## config.mk

```make
export PLATFORM = sky130hd
export DESIGN_NAME = sfef_frame_check
export DESIGN_NICKNAME = d
export VERILOG_FILES = /design/src/sfef_frame_check.v
export VERILOG_INCLUDE_DIRS = /design/src
export SDC_FILE = /design/constraint.sdc
export NUM_CORES = 1
export LEC_CHECK = 0
export ABC_AREA = 1
export BUFFER_PORTS_ARGS = -buffer_cell sky130_fd_sc_hd__buf_2
export CORE_MARGIN = 10
export CORE_UTILIZATION = 55
export CTS_CLUSTER_SIZE = 8
export DETAILED_ROUTE_END_ITERATION = 12
export GPL_TIMING_DRIVEN = 1
export HOLD_SLACK_MARGIN = 0.1
export PLACE_DENSITY = 0.76
export SYNTH_ARGS = -nofsm -noshare
export SYNTH_HDL_FRONTEND = slang
export SYNTH_SLANG_ARGS = --single-unit
```

## constraint.sdc

```tcl
create_clock -name core_clk -period 3.7 [get_ports core_clk]
set_clock_uncertainty 0.05 [all_clocks]
set_input_delay 0.185 -clock core_clk [delete_from_list [all_inputs] [get_ports core_clk]]
set_output_delay 0.185 -clock core_clk [all_outputs]
set_load 0.05 [all_outputs]
```

## src/sfef_defs.vh

```
`ifndef SFEF_DEFS_VH
`define SFEF_DEFS_VH
// ==========================================
// Register map
`define SFEF_WARN_ADDR_HI 6'h26
`define SFEF_WARN_ADDR_LO 6'h27
`define SFEF_NOP_ADDR 6'h00
`define SFEF_BIT_FRAME_ERR 11
`define SFEF_BIT_CRC_ERR 10
`define SFEF_WARN_TOP 4'hB
// ==========================================
// Configuration
`define SFEF_CFG_ROW 6'h1B
`define SFEF_BIT_EXT_PKT 1
`define SFEF_EXT_PKT_RESET 1'b0
// ==========================================
// Packet lengths
`define SFEF_LEN_16 5'h10
`define SFEF_LEN_17 5'h11
`define SFEF_LEN_20 5'h14
`define SFEF_LEN_21 5'h15
// ==========================================
// Timing
`define SFEF_CLK_NS 40
`define SFEF_STRAY_WIN_NS 70
`define SFEF_STRAY_WIN_CYC ((`SFEF_STRAY_WIN_NS) / (`SFEF_CLK_NS))
`endif

```

## src/sfef_frame_check.v

```verilog
`timescale 1ns/1ps
`default_nettype none
`include "sfef_defs.vh"
module sfef_frame_check
(
    // Clock and reset
    input wire core_clk,
    input wire rst,
    // Serial pins
    input wire sclk,
    input wire cs_n,
    input wire mosi,
    output reg miso,
    output reg miso_oe,
    // Configuration
    input wire extended_packet_select,
    input wire [4:0] packet_len,
    input wire crc_check_en,
    // Other warning sources and clearing
    input wire [8:0] other_warnings,
    input wire flag_clear,
    input wire crc_bad,
    // Status
    output reg frame_error_flag,
    output reg crc_error_flag
);

// ==========================================
// Synchronisers
reg [1:0] sclk_s;
reg [1:0] cs_s;
reg [1:0] mosi_s;
reg sclk_d;
reg cs_d;
always @(posedge core_clk)
begin
    if (rst)
    begin
        sclk_s <= 2'h3;
        cs_s <= 2'h3;
        mosi_s <= 2'h0;
        sclk_d <= 1'b1;
        cs_d <= 1'b1;
    end
    else
    begin
        sclk_s <= {sclk_s[0], sclk};
        cs_s <= {cs_s[0], cs_n};
        mosi_s <= {mosi_s[0], mosi};
        sclk_d <= sclk_s[1];
        cs_d <= cs_s[1];
    end
end

wire sclk_fall = sclk_d & ~sclk_s[1];
wire sclk_rise = ~sclk_d & sclk_s[1];
wire cs_start = cs_d & ~cs_s[1];
wire cs_end = ~cs_d & cs_s[1];
wire selected = ~cs_s[1];

// ==========================================
// Edge counting
reg [5:0] fall_cnt;
reg [5:0] stray_cnt;
reg [4:0] since_rise;
reg stray_early;
reg first_bit;
reg sync_bad;
reg [15:0] shift_in;
reg [5:0] addr;
reg rw;
reg [5:0] next_addr;
reg next_rw;
reg keep_frame;
reg [15:0] shift_out;
reg [15:0] next_shift_out;
reg next_frame_error;
reg next_crc_error;

wire is21 = (packet_len == `SFEF_LEN_21);
// Deselected edges fold into the next frame count, except at length 21
wire [5:0] total = fall_cnt + stray_cnt;
wire len_bad = (total != {1'b0, packet_len});
wire stray_hit = !selected && sclk_fall && !is21;

function stray_fault;
    input [4:0] len;
    input ext;
    input [5:0] n;
    begin
        if (len == `SFEF_LEN_16 && !ext)
            stray_fault = (n >= 6'h01);
        else if (len == `SFEF_LEN_16)
            stray_fault = (n >= 6'h02);
        else if (len == `SFEF_LEN_17)
            stray_fault = (n >= 6'h01);
        else
            stray_fault = 1'b0;
    end
endfunction

// Writes and unknown addresses read as zero
function [15:0] read_word;
    input rd_rw;
    input [5:0] rd_addr;
    input [15:0] warn;
    begin
        if (rd_rw)
            read_word = 16'h0000;
        else if (rd_addr == `SFEF_WARN_ADDR_HI)
            read_word = warn;
        else if (rd_addr == `SFEF_WARN_ADDR_LO)
            read_word = {warn[7:0], 8'h00};
        else
            read_word = 16'h0000;
    end
endfunction

wire frame_bad = len_bad | sync_bad | stray_fault(packet_len, extended_packet_select, stray_cnt);

// ==========================================
// Deselect window timer
// Only the first cycles after deselect matter, so it saturates
always @(posedge core_clk)
begin
    if (rst)
    begin
        since_rise <= 5'h00;
    end
    else if (cs_end)
    begin
        since_rise <= 5'h00;
    end
    else if (since_rise != 5'h1F)
    begin
        since_rise <= since_rise + 5'h01;
    end
end

// ==========================================
// Sync bit and shift register
always @(posedge core_clk)
begin
    if (rst)
    begin
        first_bit <= 1'b0;
        sync_bad <= 1'b0;
        shift_in <= 16'h0000;
    end
    else if (cs_start)
    begin
        first_bit <= 1'b1;
        sync_bad <= 1'b0;
    end
    else if (selected && sclk_rise)
    begin
        // Sample on rising edge, first bit is sync
        if (first_bit)
            sync_bad <= mosi_s[1];
        first_bit <= 1'b0;
        shift_in <= {shift_in[14:0], mosi_s[1]};
    end
end

// ==========================================
// Clock edge counters
always @(posedge core_clk)
begin
    if (rst)
    begin
        fall_cnt <= 6'h00;
    end
    else if (cs_start)
    begin
        fall_cnt <= 6'h00;
    end
    else if (selected && sclk_fall)
    begin
        fall_cnt <= fall_cnt + 6'h01;
    end
end

// Stray edges survive until the next frame end, where they are judged
always @(posedge core_clk)
begin
    if (rst)
    begin
        stray_cnt <= 6'h00;
        stray_early <= 1'b0;
    end
    else if (cs_end)
    begin
        stray_cnt <= 6'h00;
        stray_early <= 1'b0;
    end
    else if (stray_hit && stray_cnt != 6'h3F)
    begin
        stray_cnt <= stray_cnt + 6'h01;
        if (since_rise < `SFEF_STRAY_WIN_CYC)
            stray_early <= 1'b1;
    end
end

// ==========================================
// Request decode
// An early stray edge on a bad frame keeps the previous request
always @*
begin
    keep_frame = !frame_bad || !stray_early;
    next_rw = rw;
    next_addr = addr;
    if (cs_end && keep_frame)
    begin
        next_rw = shift_in[14];
        next_addr = shift_in[13:8];
    end
end

always @(posedge core_clk)
begin
    if (rst)
    begin
        rw <= 1'b0;
        addr <= `SFEF_NOP_ADDR;
    end
    else
    begin
        rw <= next_rw;
        addr <= next_addr;
    end
end

// ==========================================
// Flags
wire [15:0] warn_word = {`SFEF_WARN_TOP, frame_error_flag, crc_error_flag, 1'b0, other_warnings};

always @*
begin
    next_frame_error = frame_error_flag;
    next_crc_error = crc_error_flag;
    // Set wins over clear; sticky otherwise
    if (cs_end && frame_bad)
        next_frame_error = 1'b1;
    else if (flag_clear)
        next_frame_error = 1'b0;
    if (cs_end && crc_check_en && (crc_bad || frame_bad))
        next_crc_error = 1'b1;
    else if (flag_clear)
        next_crc_error = 1'b0;
end

always @(posedge core_clk)
begin
    if (rst)
    begin
        frame_error_flag <= 1'b0;
        crc_error_flag <= 1'b0;
    end
    else
    begin
        frame_error_flag <= next_frame_error;
        crc_error_flag <= next_crc_error;
    end
end

// ==========================================
// Response shifter
always @*
begin
    next_shift_out = shift_out;
    if (cs_start)
        next_shift_out = read_word(rw, addr, warn_word);
    else if (selected && sclk_fall)
        next_shift_out = {shift_out[14:0], shift_out[15]};
end

always @(posedge core_clk)
begin
    if (rst)
    begin
        shift_out <= 16'h0000;
        miso <= 1'b0;
        miso_oe <= 1'b0;
    end
    else
    begin
        shift_out <= next_shift_out;
        miso_oe <= selected;
        if (selected && sclk_fall && !cs_start)
            miso <= shift_out[15];
    end
end

endmodule // sfef_frame_check
`default_nettype wire

```

==> impl_metrics.env, run 1 <==
export IMPL_pwr_share_comb=0.064
export IMPL_grt_overflow=0
export IMPL_rsz0062_at_grt="no"
export IMPL_final_fill_count=503
export IMPL_grt_pass1_vias=2647
export IMPL_netlist_top_cells_area="dfxtp_1, nand2_1, a21oi_1"
export IMPL_grt_usage=0.156
export IMPL_required_ns=3.89
export IMPL_dpl_hpwl_mm=4.76
export IMPL_fin_tns_setup_ns=0
export IMPL_die_w_um=96.6
export IMPL_cts_reportedPaths_clkPinSlew_ns=0.07
export IMPL_cap_violations=0
export IMPL_rr_worst_depth=13
export IMPL_area_growth_pct=14.7
export IMPL_p_switching_w=0.000340
export IMPL_ff2ff_setup_slack_ns=1.40
export IMPL_crit_path_end_kind="flop"
export IMPL_ys_types=36
export IMPL_drive_gt1_frac=0.123
export IMPL_multiInputGateArea_um2=1560
export IMPL_yosysTopAreaCell="dfxtp_1"
export IMPL_finalCriticalPeriod_ns=2.30
export IMPL_ys_dominant_reg_cell="dfxtp_1"
export IMPL_clock_path_buffers=2
export IMPL_cts_buffers=9
export IMPL_nNetsFinal=510
export IMPL_yosys_area_top_type_share=0.434
export IMPL_syn_instance_count=435
export IMPL_synth_warnings=0
export IMPL_crit_path_max_fanout=14
export IMPL_p_leak_nw=1.66
export IMPL_rows=27
export IMPL_cts_resized=0
export IMPL_relSlewSlack=0.585
export IMPL_syn_area_per_cell_um2=7.42
export IMPL_hold_depth=3
export IMPL_drc=0
export IMPL_critPathMostFrequentCell="nor2_1"
export IMPL_crit_path_start_kind="flop"
export IMPL_io_buffers=26
export IMPL_seq_area_um2=1400
export IMPL_hold_viol_final=0
export IMPL_path_cells="ha_1 -> fa_1 -> inv_1 -> nand2_1 -> o21ai_0 -> nor2_1 -> nand3_1 -> nor2_1 -> nand3_2 -> nand2_2 -> nand3_1 -> nand2_1 -> nor2_1"
export IMPL_root_buffer="clkbuf_8"
export IMPL_grt_pass1_wl_mm=11.5
export IMPL_slowest_stage="fa_1"
export IMPL_gp_congestion=0.863
export IMPL_synth_seq_cells=70
export IMPL_max_freq_mhz=435
export IMPL_timing_rr_start="stray_cnt[0]"
export IMPL_swShare=0.234
export IMPL_routed_wirelength_mm=6.76
export IMPL_critPathMaxStageDelay_ns=0.51
export IMPL_antenna_found_initial=0
export IMPL_powerDensity_nw_per_um2=392
export IMPL_cts_sinks=70
export IMPL_worstReg2RegEnd="rw"
export IMPL_antenna_cells=0
export IMPL_fin_area_um2=3700
export IMPL_yosysSeqAreaShare=0.434
export IMPL_p_total_w=0.00145
export IMPL_worst_pin_slew_ns=0.622
export IMPL_async_reset_ff_frac=0
export IMPL_core_area_um2=5610
export IMPL_worstHoldStart="crc_bad"
export IMPL_p_clk_frac=0.401
export IMPL_htree_num_levels=3
export IMPL_vdd_drop_max_v=0.000250
export IMPL_drt_initial_drc_count=119
export IMPL_synth_commonest_cells="nand2_1, dfxtp_1, inv_1"
export IMPL_start_util=0.575
export IMPL_vias=2851
export IMPL_status="finished clean"
export IMPL_period_share=0.621
export IMPL_clock_latency_ns=0.35
export IMPL_hp_class="in -> reg"
export IMPL_die_h_um=96.6
export IMPL_die_area_um2=9330
export IMPL_maxSlewViolCount=0
export IMPL_syn_area_um2=3230
export IMPL_routed_via_density=5.18
export IMPL_grt_max_degree=28
export IMPL_place_area_um2=3390
export IMPL_path_class="reg -> reg"
export IMPL_cts_tree="done"
export IMPL_setup_viol=0
export IMPL_holdPathEnd="crc_error_flag"
export IMPL_synth_edf_count=0
export IMPL_crit_arrival_ns=2.49
export IMPL_seqPwrFrac=0.535
export IMPL_ios=27
export IMPL_synthesis_nets=471
export IMPL_first_pass_iters=4
export IMPL_yosysMostFrequentCell="nand2_1"
export IMPL_routedWlPerCell_um=12.3
export IMPL_antenna_left=0
export IMPL_power_internal_w=0.00111
## metrics by stage
| stage | instances | util | setup WS, ns | hold WS, ns |
|---|---|---|---|---|
| 3_5_place_dp | 522 | 0.605 | 1.40 | 0.320 |
| 6_report | 550 | 0.660 | 1.40 | 0.139 |
| 5_1_grt | 550 | 0.660 | 1.17 | 0.127 |
| 4_1_cts | 550 | 0.660 | 1.40 | 0.131 |
| 3_3_place_gp | 522 | 0.605 | 1.52 | 0.321 |
| 2_1_floorplan | 435 | - | 1.64 | 0.239 |
## registers in the layout, summed over array words and instances (netlist names), 2 cells and up
signal      cells
addr            6
fall_cnt        6
sclk_s          2
cs_s            2
stray_cnt       6
shift_in       15
shift_out      16
mosi_s          2
since_rise      5
## critical path: cells and delay by family (launching register included)
family	cells	cell delay [ns]
fa+ha+maj	2	0.73
simple gates	9	0.95
flops	1	0.36
compound gates	1	0.07
buf+inv	1	0.04
## final cells by class
| type | count | area share |
|---|---|---|
| flip-flops and latches | 70 | 0.379 |
| well taps | 72 | 0.0243 |
| inverters | 55 | 0.0558 |
| clock buffers | 11 | 0.0355 |
| clock inverters | 4 | 0.0132 |
| repair buffers | 40 | 0.0723 |
| multi-input cells | 298 | 0.420 |
## worst max-delay path by stage
stage                  from  endpoint  cells after the start
2_1_floorplan  stray_cnt[0]   addr[2]                     14
3_3_place_gp   stray_cnt[0]        rw                     13
3_5_place_dp   stray_cnt[0]   addr[2]                     13
4_1_cts        stray_cnt[0]   addr[2]                     13
5_1_grt        stray_cnt[0]   addr[4]                     13
6_report       stray_cnt[0]        rw                     13
## logic make-up (layout without fill, tap and decap cells)
family          count (synthesis)  after routing  synth area share
compound gates                 80             80             0.132
xor+xnor                        6              6            0.0163
fa+ha+maj                      13             13            0.0527
buf+inv                        67            110            0.0834
flops                          70             70             0.434
simple gates                  199            199             0.282
## layout by cell type (no fill, tap or decap), types with 4 or more instances in the layout
master          n
nor2_1         47
a21oi_1        39
xor2_1          5
o21ai_0        26
or2_2           4
dfxtp_1        70
buf_2          26
nor3_1          6
nand3_1        29
inv_2           4
a31oi_1        12
dlygate4sd3_1  13
clkbuf_8        9
inv_1          50
nand2_1        90
nand4_1         6
ha_1           12
## power by group through the flow
stage | clock network, W | registers (W) | logic, W
after global routing | 0.000621 | 0.000777 | 0.000106
final | 0.000583 | 0.000776 | 0.0000932
after global placement | 0 | 0.000793 | 0.0000804
after floorplan | 0 | 0.000793 | 0.0000558
after detailed placement | 0 | 0.000793 | 0.0000824
after CTS | 0.000596 | 0.000776 | 0.0000931
## layer usage
metal	GRT usage	wire (um)	part of all wire	vias to the layer above
met5	0	0	0	-
met4	0.0775	163	0.024	0
met3	0.0447	339	0.050	19
met2	0.248	3150	0.47	67
met1	0.188	3100	0.46	1268
li1	-	-	-	1497
## repair_timing
action / in CTS / in global routing
hold buffers: 13 / 0
hold endpoints to repair: 16 / 0
setup buffers: 0 / 0
(Power assumes the default switching activity.)
==> inputs of run 2 (changes only) <==
==> constraint.sdc (replaced) <==
create_clock -name core_clk -period 2.2 [get_ports core_clk]
set_clock_uncertainty 0.05 [all_clocks]
set_input_delay 0.11 -clock core_clk [delete_from_list [all_inputs] [get_ports core_clk]]
set_output_delay 0.11 -clock core_clk [all_outputs]
set_load 0.05 [all_outputs]
==> run 2 against run 1 <==
  * The run now ends with setup timing left
  * Utilization up 2.4 points
  * Maximum frequency up 4.1%
  * First-iteration DRC count down 0.84%
  * Critical path type unchanged
  * Critical endpoint is now crc_error_flag
==> impl_metrics.env, run 2 (same netlist as run 1, synthesis figures left out) <==
export IMPL_maxSlewViolCount=0
export IMPL_core_area_um2=5610
export IMPL_hold_viol_final=0
export IMPL_cts_tree="done"
export IMPL_vdd_drop_max_v=0.000616
export IMPL_finalCriticalPeriod_ns=2.21
export IMPL_post_cts_setup_buffers=0
export IMPL_worst_pin_slew_ns=0.652
export IMPL_violations="setup timing"
export IMPL_htree_num_levels=3
export IMPL_dpl_hpwl_mm=4.92
export IMPL_grt_pass1_vias=2747
export IMPL_utilization=0.684
export IMPL_final_fill_count=496
export IMPL_drt_initial_drc_count=118
export IMPL_multiInputGateArea_um2=1610
export IMPL_slowest_stage="fa_1"
export IMPL_die_h_um=96.6
export IMPL_rsz0062_at_grt="yes"
export IMPL_cap_violations=0
export IMPL_regMostFlops="shift_out"
export IMPL_routedWlPerCell_um=13.1
export IMPL_ios=27
export IMPL_period_share=1.00
export IMPL_path_class="reg -> reg"
export IMPL_final_common_cell="nand2_1"
export IMPL_cts_buffers=9
export IMPL_final_cells=562
export IMPL_die_w_um=96.6
export IMPL_grt_pass1_wl_mm=11.9
export IMPL_rows=27
export IMPL_required_ns=2.38
export IMPL_cts_reportedPaths_clkPinSlew_ns=0.08
export IMPL_powerDensity_nw_per_um2=628
export IMPL_max_freq_mhz=453
export IMPL_relSlewSlack=0.565
export IMPL_crit_buf_inv=1
export IMPL_grt_usage=0.158
export IMPL_gp_congestion=0.847
export IMPL_drc=0
export IMPL_p_total_w=0.00241
export IMPL_cp_top_family="adder cells"
export IMPL_antenna_left=0
export IMPL_start_util=0.575
export IMPL_place_area_um2=3440
export IMPL_antenna_found_initial=0
export IMPL_grt_max_degree=28
export IMPL_die_area_um2=9330
export IMPL_hp_class="in -> reg"
export IMPL_path_cells="ha_4 -> fa_1 -> nand2_2 -> nand2_1 -> a21oi_1 -> xor2_1 -> nand3_4 -> buf_6 -> o21bai_1 -> a21oi_1"
export IMPL_top_regs="shift_out: 16 flops, shift_in: 15 flops"
export IMPL_routed_wirelength_mm=7.35
export IMPL_routed_via_density=5.23
export IMPL_p_leak_nw=1.70
export IMPL_vias=2937
export IMPL_largest_register_ffs=16
export IMPL_clock_latency_ns=0.36
export IMPL_root_buffer="clkbuf_8"
export IMPL_critPathMostFrequentCell="a21oi_1"
export IMPL_critPathMaxStageDelay_ns=0.43
export IMPL_fin_area_um2=3840
export IMPL_crit_path_max_fanout=3
export IMPL_crit_path_end_kind="flop"
export IMPL_nNetsFinal=520
export IMPL_final_cell_mix="nand2_1, dfxtp_1, inv_1, nor2_1, a21oi_1"
export IMPL_status="finished with violations"
export IMPL_crit_path_start_kind="flop"
export IMPL_placed_cells=529
export IMPL_cts_sinks=70
export IMPL_clock_path_buffers=2
export IMPL_first_pass_iters=4
export IMPL_setup_viol=1
export IMPL_drive_gt1_frac=0.162
export IMPL_io_buffers=26
export IMPL_setup_slack_ns=-0.00749
export IMPL_grt_overflow=0
export IMPL_crit_arrival_ns=2.38
export IMPL_area_growth_pct=18.9
export IMPL_ff2ff_setup_slack_ns=-0.007
export IMPL_seq_area_um2=1410
[run 2: cell count changes in the layout (fill, tap and decap cells not counted), moves of 2 or more]
cell / delta
nand3_1: -4
clkbuf_1: -2
clkinvlp_4: +3
dlygate4sd3_1: +2
buf_4: +6
nand3_2: +3
dfxtp_1: -2
[run 2: timing repair]
item | 4_1_cts | 5_1_grt
gates cloned | 0 | 1
hold buffers | 15 | 0
setup endpoints to repair | 7 | 9
pin swaps | 0 | 9
hold endpoints to repair | 21 | 0
gates resized for setup | 1 | 14
[run 2: power breakdown]
part	switching (W)	leakage [nW]	total, W	internal (W)
Sequential	0.0000177	0.568	0.00130	0.00129
Combinational	0.000100	1.05	0.000175	0.0000751
Clock	0.000521	0.0816	0.000930	0.000409
Total	0.000639	1.70	0.00241	0.00177
[run 2: final timing paths]
path	cells after the start	from	end
max reg2reg	10	fall_cnt[0]	crc_error_flag
max	10	fall_cnt[0]	crc_error_flag
min	2	rst	mosi_s[1]
min reg2reg	2	mosi_s[0]	mosi_s[1]
[run 2: layer usage]
layer	routed length (um)	track usage	part of all wire	vias up
met5	0	0	0	-
met4	97	0.0581	0.013	0
met3	313	0.0470	0.043	14
met2	3670	0.264	0.50	52
met1	3260	0.186	0.44	1351
li1	-	-	-	1520
[run 2: cell type report]
cell class                 instances  share of cell area
timing repair buffer              49              0.0897
clock buffer                       9              0.0323
tap                               72              0.0235
multi-input combinational        299               0.420
inverter                          55              0.0538
antenna                            1            0.000652
clock inverter                     7              0.0130
sequential                        70               0.367
[run 2: stage by stage]
| step | setup WS (ns) | setup TNS (ns) | hold WS (ns) |
|---|---|---|---|
| final | -0.00749 | -0.00749 | 0.151 |
| after global routing | -0.177 | -1.10 | 0.185 |
| after CTS | 0.0123 | 0 | 0.153 |
| after detailed placement | -0.0349 | -0.159 | 0.250 |
| after global placement | 0.0407 | 0 | 0.243 |
| after floorplan | 0.140 | 0 | 0.164 |
[run 2: worst reg2reg max path, cell delays in order, from the launching register on]
cell and delay [ns]:
dfxtp_4 0.36, ha_4 0.16, fa_1 0.43, nand2_2 0.11, nand2_1 0.05, a21oi_1 0.15
xor2_1 0.27, nand3_4 0.15, buf_6 0.14, o21bai_1 0.13, a21oi_1 0.07
==> inputs of run 3 (changes only) <==
--- a/config.mk
+++ b/config.mk
@@ -8,10 +8,12 @@
 export LEC_CHECK = 0
 export ABC_AREA = 1
 export BUFFER_PORTS_ARGS = -buffer_cell sky130_fd_sc_hd__buf_2
+export CORE_ASPECT_RATIO = 2
 export CORE_MARGIN = 10
 export CORE_UTILIZATION = 55
 export CTS_CLUSTER_SIZE = 8
 export DETAILED_ROUTE_END_ITERATION = 12
+export GPL_ROUTABILITY_DRIVEN = 0
 export GPL_TIMING_DRIVEN = 1
 export HOLD_SLACK_MARGIN = 0.1
 export PLACE_DENSITY = 0.76
==> run 3 against run 2 <==
  * Critical endpoint is now addr[3]
  * Worst setup slack got worse by 0.0018 ns
  * Critical path depth grew 1
  * Clock power rose by 46%
  * Worst hold slack improved by 0.096 ns
  * Non-clock buffer count up 17
  * Register-to-register slack is essentially flat
  * Final area is 7.4% higher
  * Wire length is 8.4% higher
  * Sequential power about the same
  * Critical path type unchanged
  * The run still ends with setup timing left
==> impl_metrics.env, run 3 (same netlist as run 1, synthesis figures left out) <==
export IMPL_place_area_um2=3450
export IMPL_crit_path_end_kind="flop"
export IMPL_drt_initial_drc_count=111
export IMPL_vdd_drop_max_v=0.000663
export IMPL_path_class="reg -> reg"
export IMPL_relSlewSlack=0.553
export IMPL_area_growth_pct=27.6
export IMPL_period_share=1.00
export IMPL_violations="setup timing"
export IMPL_p_leak_nw=1.85
export IMPL_crit_buf_inv=0
export IMPL_die_area_um2=9520
export IMPL_ios=27
export IMPL_finalCriticalPeriod_ns=2.21
export IMPL_first_pass_iters=5
export IMPL_die_w_um=74.2
export IMPL_nNetsFinal=537
export IMPL_vias=3074
export IMPL_cts_tree="done"
export IMPL_hold_viol_final=0
export IMPL_root_buffer="clkbuf_16"
export IMPL_hold_ws_ns=0.248
export IMPL_grt_max_degree=27
export IMPL_slowest_stage="fa_1"
export IMPL_start_util=0.565
export IMPL_grt_usage=0.170
export IMPL_p_switching_w=0.000610
export IMPL_antenna_found_initial=0
export IMPL_regMostFlops="shift_out"
export IMPL_largest_register_ffs=16
export IMPL_grt_pass1_wl_mm=12.8
export IMPL_setup_viol=1
export IMPL_clock_latency_ns=0.33
export IMPL_maxSlewViolCount=0
export IMPL_worst_pin_slew_ns=0.670
export IMPL_dpl_hpwl_mm=5.41
export IMPL_rows=39
export IMPL_clock_path_buffers=2
export IMPL_pwr_share_comb=0.067
export IMPL_final_cell_mix="nand2_1, dfxtp_1, inv_1, nor2_1, a21oi_1"
export IMPL_setup_slack_ns=-0.00927
export IMPL_grt_overflow=0
export IMPL_cp_top_family="simple AND/OR/NAND/NOR gates"
export IMPL_cts_buffers=9
export IMPL_grt_pass1_vias=2909
export IMPL_io_buffers=26
export IMPL_drive_gt1_frac=0.190
export IMPL_swShare=0.213
export IMPL_drc=0
export IMPL_cap_violations=0
export IMPL_htree_num_levels=3
export IMPL_antenna_left=0
export IMPL_hp_class="in -> reg"
export IMPL_status="finished with violations"
export IMPL_routed_wirelength_mm=7.97
export IMPL_final_common_cell="nand2_1"
export IMPL_top_regs="shift_out: 16 flops, shift_in: 15 flops"
export IMPL_core_area_um2=5710
export IMPL_crit_path_start_kind="flop"
export IMPL_cts_sinks=70
export IMPL_critPathMaxStageDelay_ns=0.40
export IMPL_routed_via_density=5.43
export IMPL_powerDensity_nw_per_um2=695
export IMPL_path_cells="ha_4 -> fa_1 -> nand2_2 -> nand2_1 -> a21oi_1 -> xor2_1 -> nand3_4 -> nand2_2 -> nand3_1 -> nand2_1 -> nor2_1"
export IMPL_antenna_cells=0
export IMPL_required_ns=2.38
export IMPL_crit_path_max_fanout=7
export IMPL_p_clk_frac=0.476
export IMPL_power_internal_w=0.00225
export IMPL_crit_arrival_ns=2.38
export IMPL_routedWlPerCell_um=14.1
export IMPL_fin_area_um2=4120
export IMPL_seqPwrFrac=0.457
export IMPL_rsz0062_at_grt="yes"
export IMPL_max_freq_mhz=453
export IMPL_die_h_um=128
export IMPL_cts_reportedPaths_clkPinSlew_ns=0.05
run 3: cell types whose count changed in the layout (fill, tap and decap cells not counted), sizes merged:
cell / before / now
buf: 34 / 46
clkbuf: 9 / 15
dlygate4sd3: 15 / 20
clkinv: 4 / 1
clkinvlp: 3 / 1
inv: 55 / 53
diode: 1 / 0
run 3: layout make-up:
| cell class | count | area [um2] |
|---|---|---|
| Clock buffer | 15 | 288 |
| Fill cell | 437 | 1590 |
| Inverter | 55 | 213 |
| Multi-Input combinational cell | 299 | 1660 |
| Sequential cell | 70 | 1410 |
| Tap cell | 61 | 76.3 |
| Timing Repair Buffer | 66 | 478 |
run 3: routing by layer:
metal  track usage  part of all wire
met1         0.166              0.37
met2         0.299              0.54
met3        0.0426             0.038
met4         0.108             0.047
met5             0                 0
run 3: stage by stage:
stage	worst slack (ns)	utilization	instances	total power, W	TNS (ns)
after floorplan	0.140	-	435	0.00143	0
after global placement	0.0720	0.604	520	0.00148	0
after detailed placement	-0.0207	0.604	520	0.00148	-0.0885
after CTS	-0.0145	0.690	555	0.00286	-0.0145
after global routing	-0.0897	0.721	566	0.00295	-0.196
final	-0.00927	0.721	566	0.00286	-0.00927
run 3: final timing paths:
kind          endpoint  cells after the start  slack, ns        start
max            addr[3]                     11     -0.009  fall_cnt[0]
min          mosi_s[0]                      3       0.25          rst
max reg2reg    addr[3]                     11     -0.009  fall_cnt[0]
min reg2reg  mosi_s[1]                      2       0.35    mosi_s[0]
run 3: power by group through the flow:
stage               clock (W)  combinational (W)  sequential [W]
CTS                   0.00138           0.000173         0.00131
detailed placement          0           0.000149         0.00133
global placement            0           0.000146         0.00133
floorplan                   0          0.0000938         0.00133
finish                0.00136           0.000192         0.00131
global route          0.00143           0.000213         0.00131
run 3: repair_timing:
action,4_1_cts,5_1_grt
hold buffers,20,0
setup buffers,0,10
resized for setup,1,25
gates cloned,0,1
hold endpoints to repair,21,0
endpoints found under the setup margin,7,12
pin swaps,0,8
run 3: worst reg2reg max path, cell delays in order (launching register included):
cell and delay, ns:
dfxtp_4 0.35, ha_4 0.16, fa_1 0.41, nand2_2 0.10, nand2_1 0.05, a21oi_1 0.14
xor2_1 0.27, nand3_4 0.17, nand2_2 0.18, nand3_1 0.10, nand2_1 0.07, nor2_1 0.05
